### config.mk
export PLATFORM = sky130hd
export DESIGN_NAME = adc_channel_port_config
export DESIGN_NICKNAME = d
export VERILOG_FILES = /design/src/include/adc_cfg_pkg.sv /design/src/verilog/adc_channel_port_config.sv
export VERILOG_INCLUDE_DIRS = /design/src /design/src/include
export SDC_FILE = /design/constraint.sdc
export NUM_CORES = 1
export LEC_CHECK = 0
export BUFFER_PORTS_ARGS = -buffer_cell sky130_fd_sc_hd__buf_4
export CORE_ASPECT_RATIO = 0.6
export CORE_UTILIZATION = 30
export DETAILED_ROUTE_END_ITERATION = 12
export GPL_TIMING_DRIVEN = 0
export MAX_ROUTING_LAYER = met4
export PLACE_DENSITY_LB_ADDON = 0.15
export SETUP_SLACK_MARGIN = 0.3
export SLEW_MARGIN = 20
export SYNTH_ARGS = -nofsm -noshare
export SYNTH_HDL_FRONTEND = slang
export SYNTH_SLANG_ARGS = --single-unit
### constraint.sdc
create_clock -name clock -period 1.7 [get_ports clock]
set_input_delay 0 -clock clock [delete_from_list [all_inputs] [get_ports clock]]
set_output_delay 0 -clock clock [all_outputs]
set_load 0.02 [all_outputs]
### src/include/adc_cfg_defines.svh
// Register offsets, field positions, reset values and codes of the converter control block
`ifndef ADC_CFG_DEFINES_SVH
`define ADC_CFG_DEFINES_SVH

// ****************************************
// Register byte offsets
// ****************************************
`define OFF_CONTROL_CHANNEL_RUN   8'h00
`define OFF_REFERENCE_PORT_CONFIG 8'h04
`define OFF_CLOCK_ACQ_CONFIG      8'h08
`define OFF_RESULT_HIGH_BYTE      8'h0c
`define OFF_RESULT_LOW_BYTE       8'h10
`define OFF_IRQ_STATUS            8'h14
`define OFF_IRQ_MASK              8'h18

// ****************************************
// Field positions
// ****************************************
`define CTL_ENABLE_BIT   0
`define CTL_RUN_BIT      1
`define CTL_CHAN_LSB     2
`define CTL_CHAN_MSB     5
`define REF_PCFG_LSB     0
`define REF_PCFG_MSB     3
`define REF_POS_BIT      4
`define REF_NEG_BIT      5
`define CLK_FIELD_MSB    7
`define CLK_FIELD_MASK   8'hbf
`define IRQ_DONE_BIT     0

// ****************************************
// Reset values and codes
// ****************************************
`define PCFG_ALL_ANALOG  4'h0
`define PCFG_DEFAULT_DIG 4'h7
`define PCFG_FIRST_DIG   4'h3
`define PCFG_ALL_DIGITAL 4'hf
`define PCFG_TOP_CODE    15
`define NUM_ANALOG_PINS  13
`define CHAN_LAST_REAL   4'hc
`define CHAN_SMALL_GAP_LO 4'h5
`define CHAN_SMALL_GAP_HI 4'h7
`define AXI_RESP_OKAY    2'b00
`define AXI_RESP_SLVERR  2'b10

`endif

### src/include/adc_cfg_pkg.sv
// Types shared by the converter control block
package adc_cfg_pkg;

    typedef enum logic [1:0] {
        CONV_IDLE   = 2'b00,
        CONV_ACTIVE = 2'b01
    } conv_state_t;

    // Reference and pin assignment handed to the analog side
    typedef struct packed {
        logic        neg_reference_select;
        logic        pos_reference_select;
        logic [12:0] pin_is_analog;
    } analog_route_t;

    // Request to the converter core
    typedef struct packed {
        logic       start;
        logic [3:0] input_channel_select;
        logic       channel_exists;
    } conv_req_t;

endpackage

### src/verilog/adc_channel_port_config.sv
// Converter control and port configuration with an AXI4-Lite register slave
//
// Added by the designer: the AXI4-Lite slave port and the address map.
`timescale 1ns/1ps
`include "adc_cfg_defines.svh"

// Function
// - Four-bit channel selector in control register 0 bits 5..2, codes 0..12 real
// - Codes 13..15 select no input; conversion still runs, floating result
// - On the small package codes 5, 6, 7 select nonexistent channels
// - Bit 1 reads one while converting with module enabled, else zero
// - Bit 0 enables the module; resets to zero
// - Control register 1 bit 5 picks negative reference: input 2 or ground
// - Control register 1 bit 4 picks positive reference: input 3 or supply
// - Port field bits 3..0: codes from 3 turn inputs digital from input 12
// - Port field resets to 0000 with fuse one, 0111 with fuse zero
// - Bits 7 and 6 of both control registers read zero
// - Each conversion yields a ten-bit result
// - Multiplexer offers ten inputs on small package, thirteen on large
// - Five software registers: result high, result low, three controls; the map also holds interrupt status and mask
// - On completion load result, clear status bit, set done flag
// - Reset returns registers to defaults, disables module, aborts conversion; the result register keeps its value
module adc_channel_port_config
    import adc_cfg_pkg::*;
#(
    parameter int ADDR_W    = 8,
    parameter bit SMALL_PKG = 1'b0
) (
    // Clock and reset
    input  wire logic                clock,
    input  wire logic                rst_n,
    // Configuration fuse
    input  wire logic                analog_default_fuse,
    // AXI4-Lite write address and data
    input  wire logic [ADDR_W-1:0]   s_axi_awaddr,
    input  wire logic                s_axi_awvalid,
    output logic                     s_axi_awready,
    input  wire logic [31:0]         s_axi_wdata,
    input  wire logic [3:0]          s_axi_wstrb,
    input  wire logic                s_axi_wvalid,
    output logic                     s_axi_wready,
    output logic [1:0]               s_axi_bresp,
    output logic                     s_axi_bvalid,
    input  wire logic                s_axi_bready,
    // AXI4-Lite read
    input  wire logic [ADDR_W-1:0]   s_axi_araddr,
    input  wire logic                s_axi_arvalid,
    output logic                     s_axi_arready,
    output logic [31:0]              s_axi_rdata,
    output logic [1:0]               s_axi_rresp,
    output logic                     s_axi_rvalid,
    input  wire logic                s_axi_rready,
    // Converter core
    output conv_req_t                conv_req,
    input  wire logic                conv_done,
    input  wire logic [9:0]          conv_result,
    // Analog routing
    output analog_route_t            analog_route,
    output logic [7:0]               clock_acq_config,
    // Interrupt
    output logic                     irq
);

    // ****************************************
    // Register storage
    // ****************************************
    // Software-visible fields, one flip-flop group per register
    logic [3:0]  chan_sel_ff;
    logic        enable_ff;
    logic        neg_ref_ff;
    logic        pos_ref_ff;
    logic [3:0]  pcfg_ff;
    logic [7:0]  clk_acq_ff;
    logic [9:0]  result_ff;
    logic        done_flag_ff;
    logic        done_mask_ff;
    conv_state_t state_ff;
    conv_state_t nxt_state;
    logic        fuse_loaded_ff;

    // ****************************************
    // AXI4-Lite slave
    // ****************************************
    logic [ADDR_W-1:0] aw_addr_ff;
    logic              aw_held_ff;
    logic [31:0]       w_data_ff;
    logic              w_strb0_ff;
    logic              w_held_ff;
    logic              bvalid_ff;
    logic [1:0]        bresp_ff;
    logic              rvalid_ff;
    logic [1:0]        rresp_ff;
    logic [31:0]       rdata_ff;
    logic              wr_fire;
    logic [7:0]        wr_byte;
    logic [7:0]        wr_off;
    logic [7:0]        rd_off;
    logic              wr_hit;

    // Only one write and one read are held at a time; a second address waits until
    // the response has drained, which keeps the decode to a single held offset
    // Accept each channel once; hold until the response drains
    assign s_axi_awready = !aw_held_ff && !bvalid_ff;
    assign s_axi_wready  = !w_held_ff && !bvalid_ff;
    assign s_axi_arready = !rvalid_ff;
    assign s_axi_bvalid  = bvalid_ff;
    assign s_axi_bresp   = bresp_ff;
    assign s_axi_rvalid  = rvalid_ff;
    assign s_axi_rresp   = rresp_ff;
    assign s_axi_rdata   = rdata_ff;

    // Write completes once both halves are held and the last response has drained
    assign wr_fire = aw_held_ff && w_held_ff && !bvalid_ff;
    assign wr_off  = 8'(aw_addr_ff);
    assign rd_off  = 8'(s_axi_araddr);
    // Only the low byte lane carries register data
    assign wr_byte = w_strb0_ff ? w_data_ff[7:0] : 8'h00;

    // Decode which offsets exist; anything else answers with an error
    always_comb begin
        unique case (wr_off)
            `OFF_CONTROL_CHANNEL_RUN, `OFF_REFERENCE_PORT_CONFIG, `OFF_CLOCK_ACQ_CONFIG,
            `OFF_RESULT_HIGH_BYTE, `OFF_RESULT_LOW_BYTE, `OFF_IRQ_STATUS, `OFF_IRQ_MASK: wr_hit = 1'b1;
            default: wr_hit = 1'b0;
        endcase
    end

    // Write address and data capture, in either order
    always_ff @(posedge clock) begin
        if (!rst_n) begin
            aw_held_ff <= 1'b0;
            w_held_ff  <= 1'b0;
            aw_addr_ff <= '0;
            w_data_ff  <= 32'h0;
            w_strb0_ff <= 1'b0;
        end else begin
            if (s_axi_awvalid && s_axi_awready) begin
                aw_held_ff <= 1'b1;
                aw_addr_ff <= s_axi_awaddr;
            end else if (wr_fire) begin
                aw_held_ff <= 1'b0;
            end
            if (s_axi_wvalid && s_axi_wready) begin
                w_held_ff  <= 1'b1;
                w_data_ff  <= s_axi_wdata;
                w_strb0_ff <= s_axi_wstrb[0];
            end else if (wr_fire) begin
                w_held_ff <= 1'b0;
            end
        end
    end

    // Write response; unmapped offsets answer SLVERR
    always_ff @(posedge clock) begin
        if (!rst_n) begin
            bvalid_ff <= 1'b0;
            bresp_ff  <= `AXI_RESP_OKAY;
        end else if (wr_fire) begin
            bvalid_ff <= 1'b1;
            bresp_ff  <= wr_hit ? `AXI_RESP_OKAY : `AXI_RESP_SLVERR;
        end else if (s_axi_bready) begin
            bvalid_ff <= 1'b0;
        end
    end

    // One strobe per writable register, only when the low byte lane is enabled
    logic wr_ctl;
    logic wr_ref;
    logic wr_clk;
    logic wr_sts;
    logic wr_msk;
    assign wr_ctl = wr_fire && w_strb0_ff && (wr_off == `OFF_CONTROL_CHANNEL_RUN);
    assign wr_ref = wr_fire && w_strb0_ff && (wr_off == `OFF_REFERENCE_PORT_CONFIG);
    assign wr_clk = wr_fire && w_strb0_ff && (wr_off == `OFF_CLOCK_ACQ_CONFIG);
    assign wr_sts = wr_fire && w_strb0_ff && (wr_off == `OFF_IRQ_STATUS);
    assign wr_msk = wr_fire && w_strb0_ff && (wr_off == `OFF_IRQ_MASK);

    // ****************************************
    // Control register 0
    // ****************************************
    // Selector and enable; the run bit is not stored, the state machine stands for it
    always_ff @(posedge clock) begin
        if (!rst_n) begin
            chan_sel_ff <= 4'h0;
            enable_ff   <= 1'b0;
        end else if (wr_ctl) begin
            chan_sel_ff <= wr_byte[`CTL_CHAN_MSB:`CTL_CHAN_LSB];
            enable_ff   <= wr_byte[`CTL_ENABLE_BIT];
        end
    end

    // ****************************************
    // Conversion sequencing
    // ****************************************
    // Start is a level for the whole conversion; the core must drop its done pulse
    // once start falls, or a stale pulse could end the next conversion early
    logic start_req;
    // Start only with the module enabled in the same write; else only selector and enable are stored
    assign start_req = wr_ctl && wr_byte[`CTL_RUN_BIT] && wr_byte[`CTL_ENABLE_BIT];

    always_comb begin
        nxt_state = state_ff;
        unique case (state_ff)
            CONV_IDLE:   if (start_req) nxt_state = CONV_ACTIVE;
            CONV_ACTIVE: begin
                // Disabling aborts so a stale core cannot complete later
                if (wr_ctl && !wr_byte[`CTL_ENABLE_BIT]) nxt_state = CONV_IDLE;
                else if (conv_done) nxt_state = CONV_IDLE;
            end
            default:     nxt_state = CONV_IDLE;
        endcase
    end

    // State register; reset aborts any conversion in progress
    always_ff @(posedge clock) begin
        if (!rst_n) begin
            state_ff <= CONV_IDLE;
        end else begin
            state_ff <= nxt_state;
        end
    end

    // Completion counts only while running, so a late pulse after an abort is ignored
    logic done_event;
    assign done_event = (state_ff == CONV_ACTIVE) && conv_done && enable_ff;

    // Result holds across reset, as a real result pair would
    always_ff @(posedge clock) begin
        if (done_event) begin
            result_ff <= conv_result;
        end
    end

    // ****************************************
    // Control register 1 and fuse default
    // ****************************************
    // References and port field; the fuse decides the field's value after reset
    always_ff @(posedge clock) begin
        if (!rst_n) begin
            neg_ref_ff     <= 1'b0;
            pos_ref_ff     <= 1'b0;
            pcfg_ff        <= `PCFG_ALL_ANALOG;
            fuse_loaded_ff <= 1'b0;
        end else if (!fuse_loaded_ff) begin
            // Fuse sampled on the first edge after release, not under reset
            fuse_loaded_ff <= 1'b1;
            pcfg_ff <= analog_default_fuse ? `PCFG_ALL_ANALOG : `PCFG_DEFAULT_DIG;
        end else if (wr_ref) begin
            neg_ref_ff <= wr_byte[`REF_NEG_BIT];
            pos_ref_ff <= wr_byte[`REF_POS_BIT];
            pcfg_ff    <= wr_byte[`REF_PCFG_MSB:`REF_PCFG_LSB];
        end
    end

    // Clock and acquisition byte, bit 6 unimplemented
    always_ff @(posedge clock) begin
        if (!rst_n) begin
            clk_acq_ff <= 8'h00;
        end else if (wr_clk) begin
            clk_acq_ff <= wr_byte & `CLK_FIELD_MASK;
        end
    end

    // ****************************************
    // Interrupt status and mask
    // ****************************************
    // Sticky completion flag with write-one-to-clear, and its mask
    always_ff @(posedge clock) begin
        if (!rst_n) begin
            done_flag_ff <= 1'b0;
            done_mask_ff <= 1'b0;
        end else begin
            // Completion wins over a simultaneous write-one-to-clear
            if (done_event) done_flag_ff <= 1'b1;
            else if (wr_sts && wr_byte[`IRQ_DONE_BIT]) done_flag_ff <= 1'b0;
            if (wr_msk) done_mask_ff <= wr_byte[`IRQ_DONE_BIT];
        end
    end
    // Level interrupt while the unmasked flag is set
    assign irq = done_flag_ff && done_mask_ff;

    // ****************************************
    // Pin assignment and outputs
    // ****************************************
    genvar gi;
    generate
        for (gi = 0; gi < `NUM_ANALOG_PINS; gi++) begin : g_pin
            // Input gi turns digital once the code reaches 15 - gi; codes below 3 keep all analog
            localparam logic [4:0] LIMIT = 5'(`PCFG_TOP_CODE - gi);
            assign analog_route.pin_is_analog[gi] =
                (pcfg_ff < `PCFG_FIRST_DIG) ||
                (({1'b0, pcfg_ff} < LIMIT) && (pcfg_ff != `PCFG_ALL_DIGITAL));
        end
    endgenerate
    // References pass straight through to the analog side
    assign analog_route.neg_reference_select = neg_ref_ff;
    assign analog_route.pos_reference_select = pos_ref_ff;
    assign clock_acq_config = clk_acq_ff;

    logic chan_real;
    // Codes above 12, and 5..7 on the small package, route nowhere but still convert
    assign chan_real = (chan_sel_ff <= `CHAN_LAST_REAL) &&
        !(SMALL_PKG && chan_sel_ff >= `CHAN_SMALL_GAP_LO && chan_sel_ff <= `CHAN_SMALL_GAP_HI);
    // Request to the core; start stands for the whole conversion
    assign conv_req.start                = (state_ff == CONV_ACTIVE);
    assign conv_req.input_channel_select = chan_sel_ff;
    assign conv_req.channel_exists       = chan_real;

    // ****************************************
    // Read path
    // ****************************************
    // Read mux; unimplemented bits and unmapped offsets read zero
    logic [7:0] rd_byte;
    logic       rd_hit;
    always_comb begin
        rd_hit = 1'b1;
        unique case (rd_off)
            `OFF_CONTROL_CHANNEL_RUN:   rd_byte = {2'b00, chan_sel_ff,
                                                   (state_ff == CONV_ACTIVE) && enable_ff, enable_ff};
            `OFF_REFERENCE_PORT_CONFIG: rd_byte = {2'b00, neg_ref_ff, pos_ref_ff, pcfg_ff};
            `OFF_CLOCK_ACQ_CONFIG:      rd_byte = clk_acq_ff;
            `OFF_RESULT_HIGH_BYTE:      rd_byte = {6'h00, result_ff[9:8]};
            `OFF_RESULT_LOW_BYTE:       rd_byte = result_ff[7:0];
            `OFF_IRQ_STATUS:            rd_byte = {7'h00, done_flag_ff};
            `OFF_IRQ_MASK:              rd_byte = {7'h00, done_mask_ff};
            default: begin
                rd_byte = 8'h00;
                rd_hit  = 1'b0;
            end
        endcase
    end

    // Data is captured when the address is taken, so it stays put while rvalid waits
    always_ff @(posedge clock) begin
        if (!rst_n) begin
            rvalid_ff <= 1'b0;
            rresp_ff  <= `AXI_RESP_OKAY;
            rdata_ff  <= 32'h0;
        end else if (s_axi_arvalid && s_axi_arready) begin
            rvalid_ff <= 1'b1;
            rresp_ff  <= rd_hit ? `AXI_RESP_OKAY : `AXI_RESP_SLVERR;
            rdata_ff  <= {24'h0, rd_byte};
        end else if (s_axi_rready) begin
            rvalid_ff <= 1'b0;
        end
    end

endmodule // adc_channel_port_config

==> summary.md, run 1 <==
| Metric | Value |
|---|---|
| Count of final setup violators | `0` |
| Final min period | `1610 ps` |
| CTS sink cnt | `between 60 and 70` |
| Async SR Flop Fraction | `0%` |
| H-tree levels | `3` |
| Pin count of the biggest net entering global routing | `12` |
| TritonCTS clock tree | `built` |
| Initial antenna violation count | `0` |
| Seq/Total Area, Yosys | `between 40% and 50%` |
| Placed inst area | `slightly below 4000 sq um` |
| Layout cells sized above 1 | `roughly 38%` |
| Vias per cell | `4.47` |
| WS Path Type | `register to register` |
| Max clock buf depth | `2` |
| Multi-input gate area | `1540 sq um` |
| Hold Crit Depth | `4` |
| Synth Flop Type | `dfxtp_1` |
| Switching share of total power | `between 20 and 25%` |
| Register area | `~1400 sq um` |
| Slew HR | `roughly 43%` |
| Ys Warns | `0` |
| Worst setup EP type | `register` |
| Final Cell Area | `4720 sq um` |
| Final Max Tran Viols | `0` |
| Worst Tran Pin Value | `around 850 ps` |
| TritonCTS buffer count | `9` |
| Fin cells | `between 600 and 700` |
| Final Hold Vio Count | `0` |
| Pre-antenna DRT Iters | `4` |
| Min-Delay Endpoint | `state_ff[0]` |
| Clock transition at the registers of the reported paths | `approximately 50 ps` |
| Final GP Congestion | `~0.8` |
| Total gr overflow | `0` |
| MaxCap Viol Count | `0` |
| Total wire length | `a little over 8000 um` |
| Nets@finish | `between 500 and 600` |
| Combinational Power Share | `14.6%` |
| Row count | `27` |
| First-pass GRT wire length | `12700 um` |
| Fmax | `a little over 600 MHz` |
| Ant. Diodes | `0` |
| Hold Path Class | `input pin to register` |
| CTS Root Cell | `clkbuf_16` |
| Worst-Skew Late Latency | `about 320 ps` |
| Area delta synth->final | `57.1%` |
| Synth area leader | `dfxtp_1` |
| GRT Total Usage | `16.6%` |
| Hpwl dp | `approximately 6000 um` |
| Starting Density | `between 30% and 40%` |
| Status | `completed` |
| Cell count after placement | `561` |
| Synth cell types | `46` |
| Worst path arrival time | `between 1500 and 2000 ps` |
| Internal | `slightly below 3000 uW` |
| Worst r2r dst | `neg_ref_ff` |
| Syn Std Cell Area | `about 3000 sq um` |
| Largest stage delay, worst path | `~560 ps` |
| Via count | `2757` |
| Req. time, crit path | `1910 ps` |
| Port bufs | `86` |
| Fin crit share | `around 94%` |
| Flop pwr share | `about 40%` |
| Core region area | `roughly 9500 sq um` |
| WL/cell | `roughly 13 um` |
| Crit-path max FO | `4` |
| Synth Register Bits | `62` |
| Chip height | `between 70 and 80 um` |
| Die X | `around 130 um` |
| Flop2flop setup slack | `roughly 94 ps` |
| Die Area | `~10000 sq um` |
| VDD IR max | `approximately 0.43 mV` |
| Power per Cell Area | `about 830 nW/um^2` |
| Hold_sp | `conv_done` |
| Clock Power Share | `approximately 45%` |
| Slowest CP cell | `or4b_4` |
| RSZ-0062 raised after global routing | `yes` |
| Critical Path, Cell by Cell | `or4b_4 > nor3_4 > nand4_1 > mux2i_1` |
| Number of fill cells | `around 930` |
| Drc violations | `0` |
| R2R Path Start | `aw_addr_ff[1]` |
| Pwr Total | `3920 uW` |
| NetSw | `between 900 and 1000 uW` |
| Length in cells of the worst reg-to-reg path | `4` |
| Leak Pwr | `about 0.0021 uW` |
| Avg Inst Size Synth | `around 9.4 sq um` |
| Iter 0 DRT Violations | `170` |
| Crit path from | `aw_addr_ff[1]` |
| Synth area leaders | `dfxtp_1, edfxtp_1, mux2i_1` |
| Routed Antenna Nets | `0` |
| EDFF count, synth | `10` |
| Gate count of the mapped netlist | `319` |
| Startpoint Class | `register` |
| Final setup margin | `just over 90 ps` |
| Clk_skew | `around 5.7 ps` |
| Yosys top cell area share | `34.6%` |
| Vias in the first global route | `between 2000 and 2500` |
| Setup Slack @ Placement | `-0.0132 ps` |
| IO Count | `~140` |
[cell type report]
class                      instances  area share (%)
multi-input combinational        233            32.7
sequential                        62            28.8
timing repair buffer             126            22.0
buffer                            43            6.28
clock buffer                      13            5.96
tap                              130            3.44
inverter                           7           0.556
clock inverter                     3           0.318
[layout by cell type, fill, tap and decap left out, types with 8 or more instances in the layout]
master,netlist,layout
nor2b_1,18,17
o21ai_0,12,9
mux2i_1,23,23
nand2_1,55,51
nand4_1,8,8
edfxtp_1,10,10
buf_4,30,124
clkbuf_16,0,10
a21boi_0,20,20
dfxtp_2,0,8
dlygate4sd3_1,0,30
dfxtp_1,52,42
conb_1,1,27
[worst max-delay path by stage]
stage | to | slack [ps] | cells past startpoint
detailed placement | state_ff[0] | -0.01 | 4
finish | neg_ref_ff | 90 | 4
global route | neg_ref_ff | 10 | 4
floorplan | neg_ref_ff | 200 | 4
CTS | neg_ref_ff | 90 | 4
global placement | clock_acq_config[3] | 10 | 4
[worst max-delay path: cells and delay by family, from the launching register on]
| kind | cells | cell delay, ps |
|---|---|---|
| mux | 1 | 160 |
| flops | 1 | 350 |
| simple gates | 3 | 990 |
[synthesized netlist by cell type, drive strengths merged, types with 6 or more instances]
| cell | n |
|---|---|
| a21boi | 20 |
| a31oi | 6 |
| buf | 32 |
| clkbuf | 11 |
| dfxtp | 52 |
| edfxtp | 10 |
| inv | 6 |
| mux2i | 23 |
| nand2 | 55 |
| nand3 | 6 |
| nand4 | 8 |
| nor2 | 8 |
| nor2b | 18 |
| o21ai | 12 |
[power by group through the flow]
stage          sequential, uW  clock [uW]  combinational (uW)
2_1_floorplan            1610           0                 298
3_3_place_gp             1620           0                 462
3_5_place_dp             1620           0                 464
4_1_cts                  1590        1800                 548
5_1_grt                  1600        1880                 618
6_report                 1600        1760                 573
[timing repair]
action,CTS,global route
resized for setup,25,21
cloned,0,0
endpoints found under the setup margin,33,52
buffers inserted,6,4
hold endpoints to repair,29,0
hold buffers,30,0
pin swaps,10,4
[layer usage]
metal	global-route usage (%)	wire, um	vias up
li1	-	-	1398
met1	23.4	4320	1246
met2	22.2	3180	109
met3	6.03	684	4
met4	3.49	38	0
met5	-	0	-
[kinds of logic after synthesis]
family | Yosys count | synth area share (%)
other cells | 1 | 0.125
compound gates | 61 | 14.8
buf+inv | 50 | 10.1
simple gates | 120 | 21.7
mux | 25 | 8.78
flops | 62 | 44.6
[state kept, by name (all words and copies together), names as in the netlist, 4 cells and up]
name / cells
s_axi_rdata: 8
pcfg_ff: 4
result_ff: 10
clock_acq_config: 7
chan_sel_ff: 4
w_data_ff: 7
aw_addr_ff: 8
[metrics by stage]
stage / util [%] / setup TNS, ps / hold WS (ps)
2_1_floorplan: - / 0 / 27.7
4_1_cts: 49.3 / 0 / 2.78
3_3_place_gp: 41.6 / 0 / 121
6_report: 49.9 / 0 / 17.2
5_1_grt: 49.9 / 0 / 40.2
3_5_place_dp: 41.6 / -0.0132 / 122
(Power assumes the default switching activity.)
==> run 2, diff against run 1 <==
Clock period 1.7 ns to 1.5 ns, I/O delays scaled along.
==> run 2 against run 1 <==
The flow now finishes with violations (negative setup slack). Sequential cell count is the same. Register-to-register slack got worse by 200 ps. Clock power up 61%. Via count is 2.0% higher. Fmax is 0.27% lower. Clock skew up 0.68 ps. Critical endpoint is now pos_ref_ff. Largest cell class unchanged.
==> summary.md, run 2 (same netlist as run 1, synthesis figures left out) <==
| Metric | Value |
|---|---|
| Final min period | `1610 ps (about the same)` |
| Register area | `1370 sq um (was 1360 sq um)` |
| Worst r2r dst | `pos_ref_ff (was neg_ref_ff)` |
| Clk_skew | `6.35 ps (was 5.67 ps)` |
| Startpoint Class | `register (unchanged)` |
| Final Max Tran Viols | `0 (unchanged)` |
| Vias in the first global route | `2550 (was 2469)` |
| Flop2flop setup slack | `-110 ps (was 90 ps)` |
| Via count | `2811 (was 2757)` |
| Status | `finished, violations left (was completed)` |
| TritonCTS buffer count | `9 (unchanged)` |
| Pre-antenna DRT Iters | `4 (unchanged)` |
| Req. time, crit path | `1720 ps (was 1910 ps)` |
| Placed inst area | `3970 sq um (was 3930 sq um)` |
| Setup_tns | `-640 ps (was 0 ps)` |
| Total wire length | `8970 um (was 8230 um)` |
| Starting Density | `31.8% (unchanged)` |
| Largest stage delay, worst path | `550 ps (was 560 ps)` |
| Final Cell Area | `5210 sq um (was 4720 sq um)` |
| Total gr overflow | `0 (unchanged)` |
| VDD IR max | `0.682 mV (was 0.429 mV)` |
| Die X | `131 um (unchanged)` |
| Ant. Diodes | `0 (unchanged)` |
| MaxCap Viol Count | `0 (unchanged)` |
| Biggest register | `result_ff (unchanged)` |
| Pin count of the biggest net entering global routing | `12 (unchanged)` |
| Iter 0 DRT Violations | `102 (was 170)` |
| Worst setup EP type | `register (unchanged)` |
| Chip height | `79.6 um (unchanged)` |
| Layout cells sized above 1 | `46.5% (was 38.0%)` |
| R2R Path Start | `aw_addr_ff[1] (unchanged)` |
| GR Layer Usage met3 | `5.52% (was 6.03%)` |
| Nets@finish | `563 (was 553)` |
| Commonest cells after routing, fill and taps aside | `buf_4, dfxtp_1, nand2_1 (was buf_4, nand2_1, dfxtp_1)` |
| IO Count | `142 (unchanged)` |
| WHS | `15.5 ps (was 17.2 ps)` |
| Gr busiest metal | `met1 (unchanged)` |
| Worst path arrival time | `1830 ps (was 1820 ps)` |
| Failing checks | `negative setup slack` |
| Final setup margin | `-111 ps (was 93.6 ps)` |
| Hpwl dp | `6200 um (was 6100 um)` |
| Number of fill cells | `855 (was 925)` |
| Fmax | `621 MHz (was 623 MHz)` |
| Final GP Congestion | `0.798 (was 0.800)` |
| Final Hold Vio Count | `0 (unchanged)` |
| Hold Crit Depth | `3 (was 4)` |
| Vias per cell | `4.48 (was 4.47)` |
| Port bufs | `86 (unchanged)` |
| H-tree levels | `3 (unchanged)` |
| RSZ-0062 raised after global routing | `yes (unchanged)` |
| Multi-input gate area | `1730 sq um (was 1540 sq um)` |
| Clock transition at the registers of the reported paths | `50 ps (about the same)` |
| Max reg flops | `10 (unchanged)` |
| Count of final setup violators | `14 (was 0)` |
| Worst-Skew Late Latency | `330 ps (was 320 ps)` |
| Critical Path, Cell by Cell | `or4b_4 > nor3_4 > nand4_1 > mux2i_1 (unchanged)` |
| Routed Antenna Nets | `0 (unchanged)` |
| Worst Tran Pin Value | `569 ps (was 853 ps)` |
| Most common cell after layout, fill and taps aside | `buf_4 (unchanged)` |
| Leak Pwr | `0.00228 uW (was 0.00209 uW)` |
| Hold Path Class | `input pin to register (unchanged)` |
| First-pass GRT wire length | `13500 um (was 12700 um)` |
| Drc violations | `0 (unchanged)` |
| GR Layer Usage met2 | `23.8% (was 22.2%)` |
| Setup Slack @ Placement | `-184 ps (was -0.0132 ps)` |
| Max clock buf depth | `2 (unchanged)` |
| Die Area | `10400 sq um (unchanged)` |
| Slowest CP cell | `or4b_4 (unchanged)` |
| Crit path to | `pos_ref_ff (was neg_ref_ff)` |
| Fin crit share | `107% (was 94.5%)` |
| Area delta synth->final | `73.3% (was 57.1%)` |
| CTS sink cnt | `62 (unchanged)` |
| Core region area | `9460 sq um (unchanged)` |
| Row count | `27 (unchanged)` |
| Crit path from | `aw_addr_ff[1] (unchanged)` |
| GR Util met1 | `24.5% (was 23.4%)` |
| Initial antenna violation count | `0 (unchanged)` |
| TritonCTS clock tree | `built (unchanged)` |
| GRT Total Usage | `17.6% (was 16.6%)` |
| Crit-path max FO | `4 (unchanged)` |
| Power per Cell Area | `1040 nW/um^2 (was 831 nW/um^2)` |
| WS Path Type | `register to register (unchanged)` |
| Slew HR | `62.1% (was 42.7%)` |
| WL/cell | `14.3 um (was 13.3 um)` |
| CTS Root Cell | `clkbuf_16 (unchanged)` |
| Length in cells of the worst reg-to-reg path | `4 (unchanged)` |
-- run 2: changes by cell type in the layout (fill, tap and decap cells not counted), sizes merged --
cell,before,now
buf,131,140
bufinv,0,6
clkbuf,21,18
clkinv,4,2
-- run 2: final cells by class --
cell class	count	share of cell area (%)
sequential	62	26.3
multi-input combinational	233	33.2
clock inverter	7	3.53
inverter	7	0.504
tap	130	3.12
buffer	43	6.58
timing repair buffer	136	22.4
clock buffer	9	4.32
-- run 2: routing by layer --
metal | vias to the layer above | wire length, um
li1 | 1417 | -
met1 | 1287 | 4590
met2 | 97 | 3640
met3 | 10 | 653
met4 | 0 | 90
met5 | - | 0
-- run 2: worst max-delay path, delay by kind of cell, from the launching register on --
family           cells  cell delay, ps
and+or+nand+nor      3             980
DFF                  1             350
muxes                1             170
-- run 2: worst min-delay path by stage --
stage	slack, ps	endpoint	startpoint
after floorplan	30	fuse_loaded_ff	rst_n
after global placement	110	fuse_loaded_ff	rst_n
after detailed placement	120	fuse_loaded_ff	rst_n
after CTS	20	s_axi_rdata[6]	s_axi_araddr[5]
after global routing	30	aw_held_ff	s_axi_awvalid
final	20	aw_held_ff	s_axi_awvalid
-- run 2: metrics by stage --
step                cells  total power (uW)  util (%)
finish                627              5440      55.1
global route          627              5630      55.1
CTS                   621              5390      52.6
detailed placement    561              2380      42.0
global placement      561              2370      42.0
floorplan             345              2180         -
-- run 2: what timing repair did --
item | 4_1_cts | 5_1_grt
pin swaps | 19 | 15
resized for setup | 65 | 59
setup buffers | 13 | 6
setup endpoints to repair | 52 | 61
hold buffers | 30 | 0
gates cloned | 1 | 0
endpoints found under the hold margin | 29 | 0
-- run 2: report_power, final --
part	internal, uW	leakage (uW)	switching, uW	total [uW]
Sequential	1740	0.000520	73.3	1810
Combinational	415	0.00157	375	789
Clock	2120	0.000197	720	2840
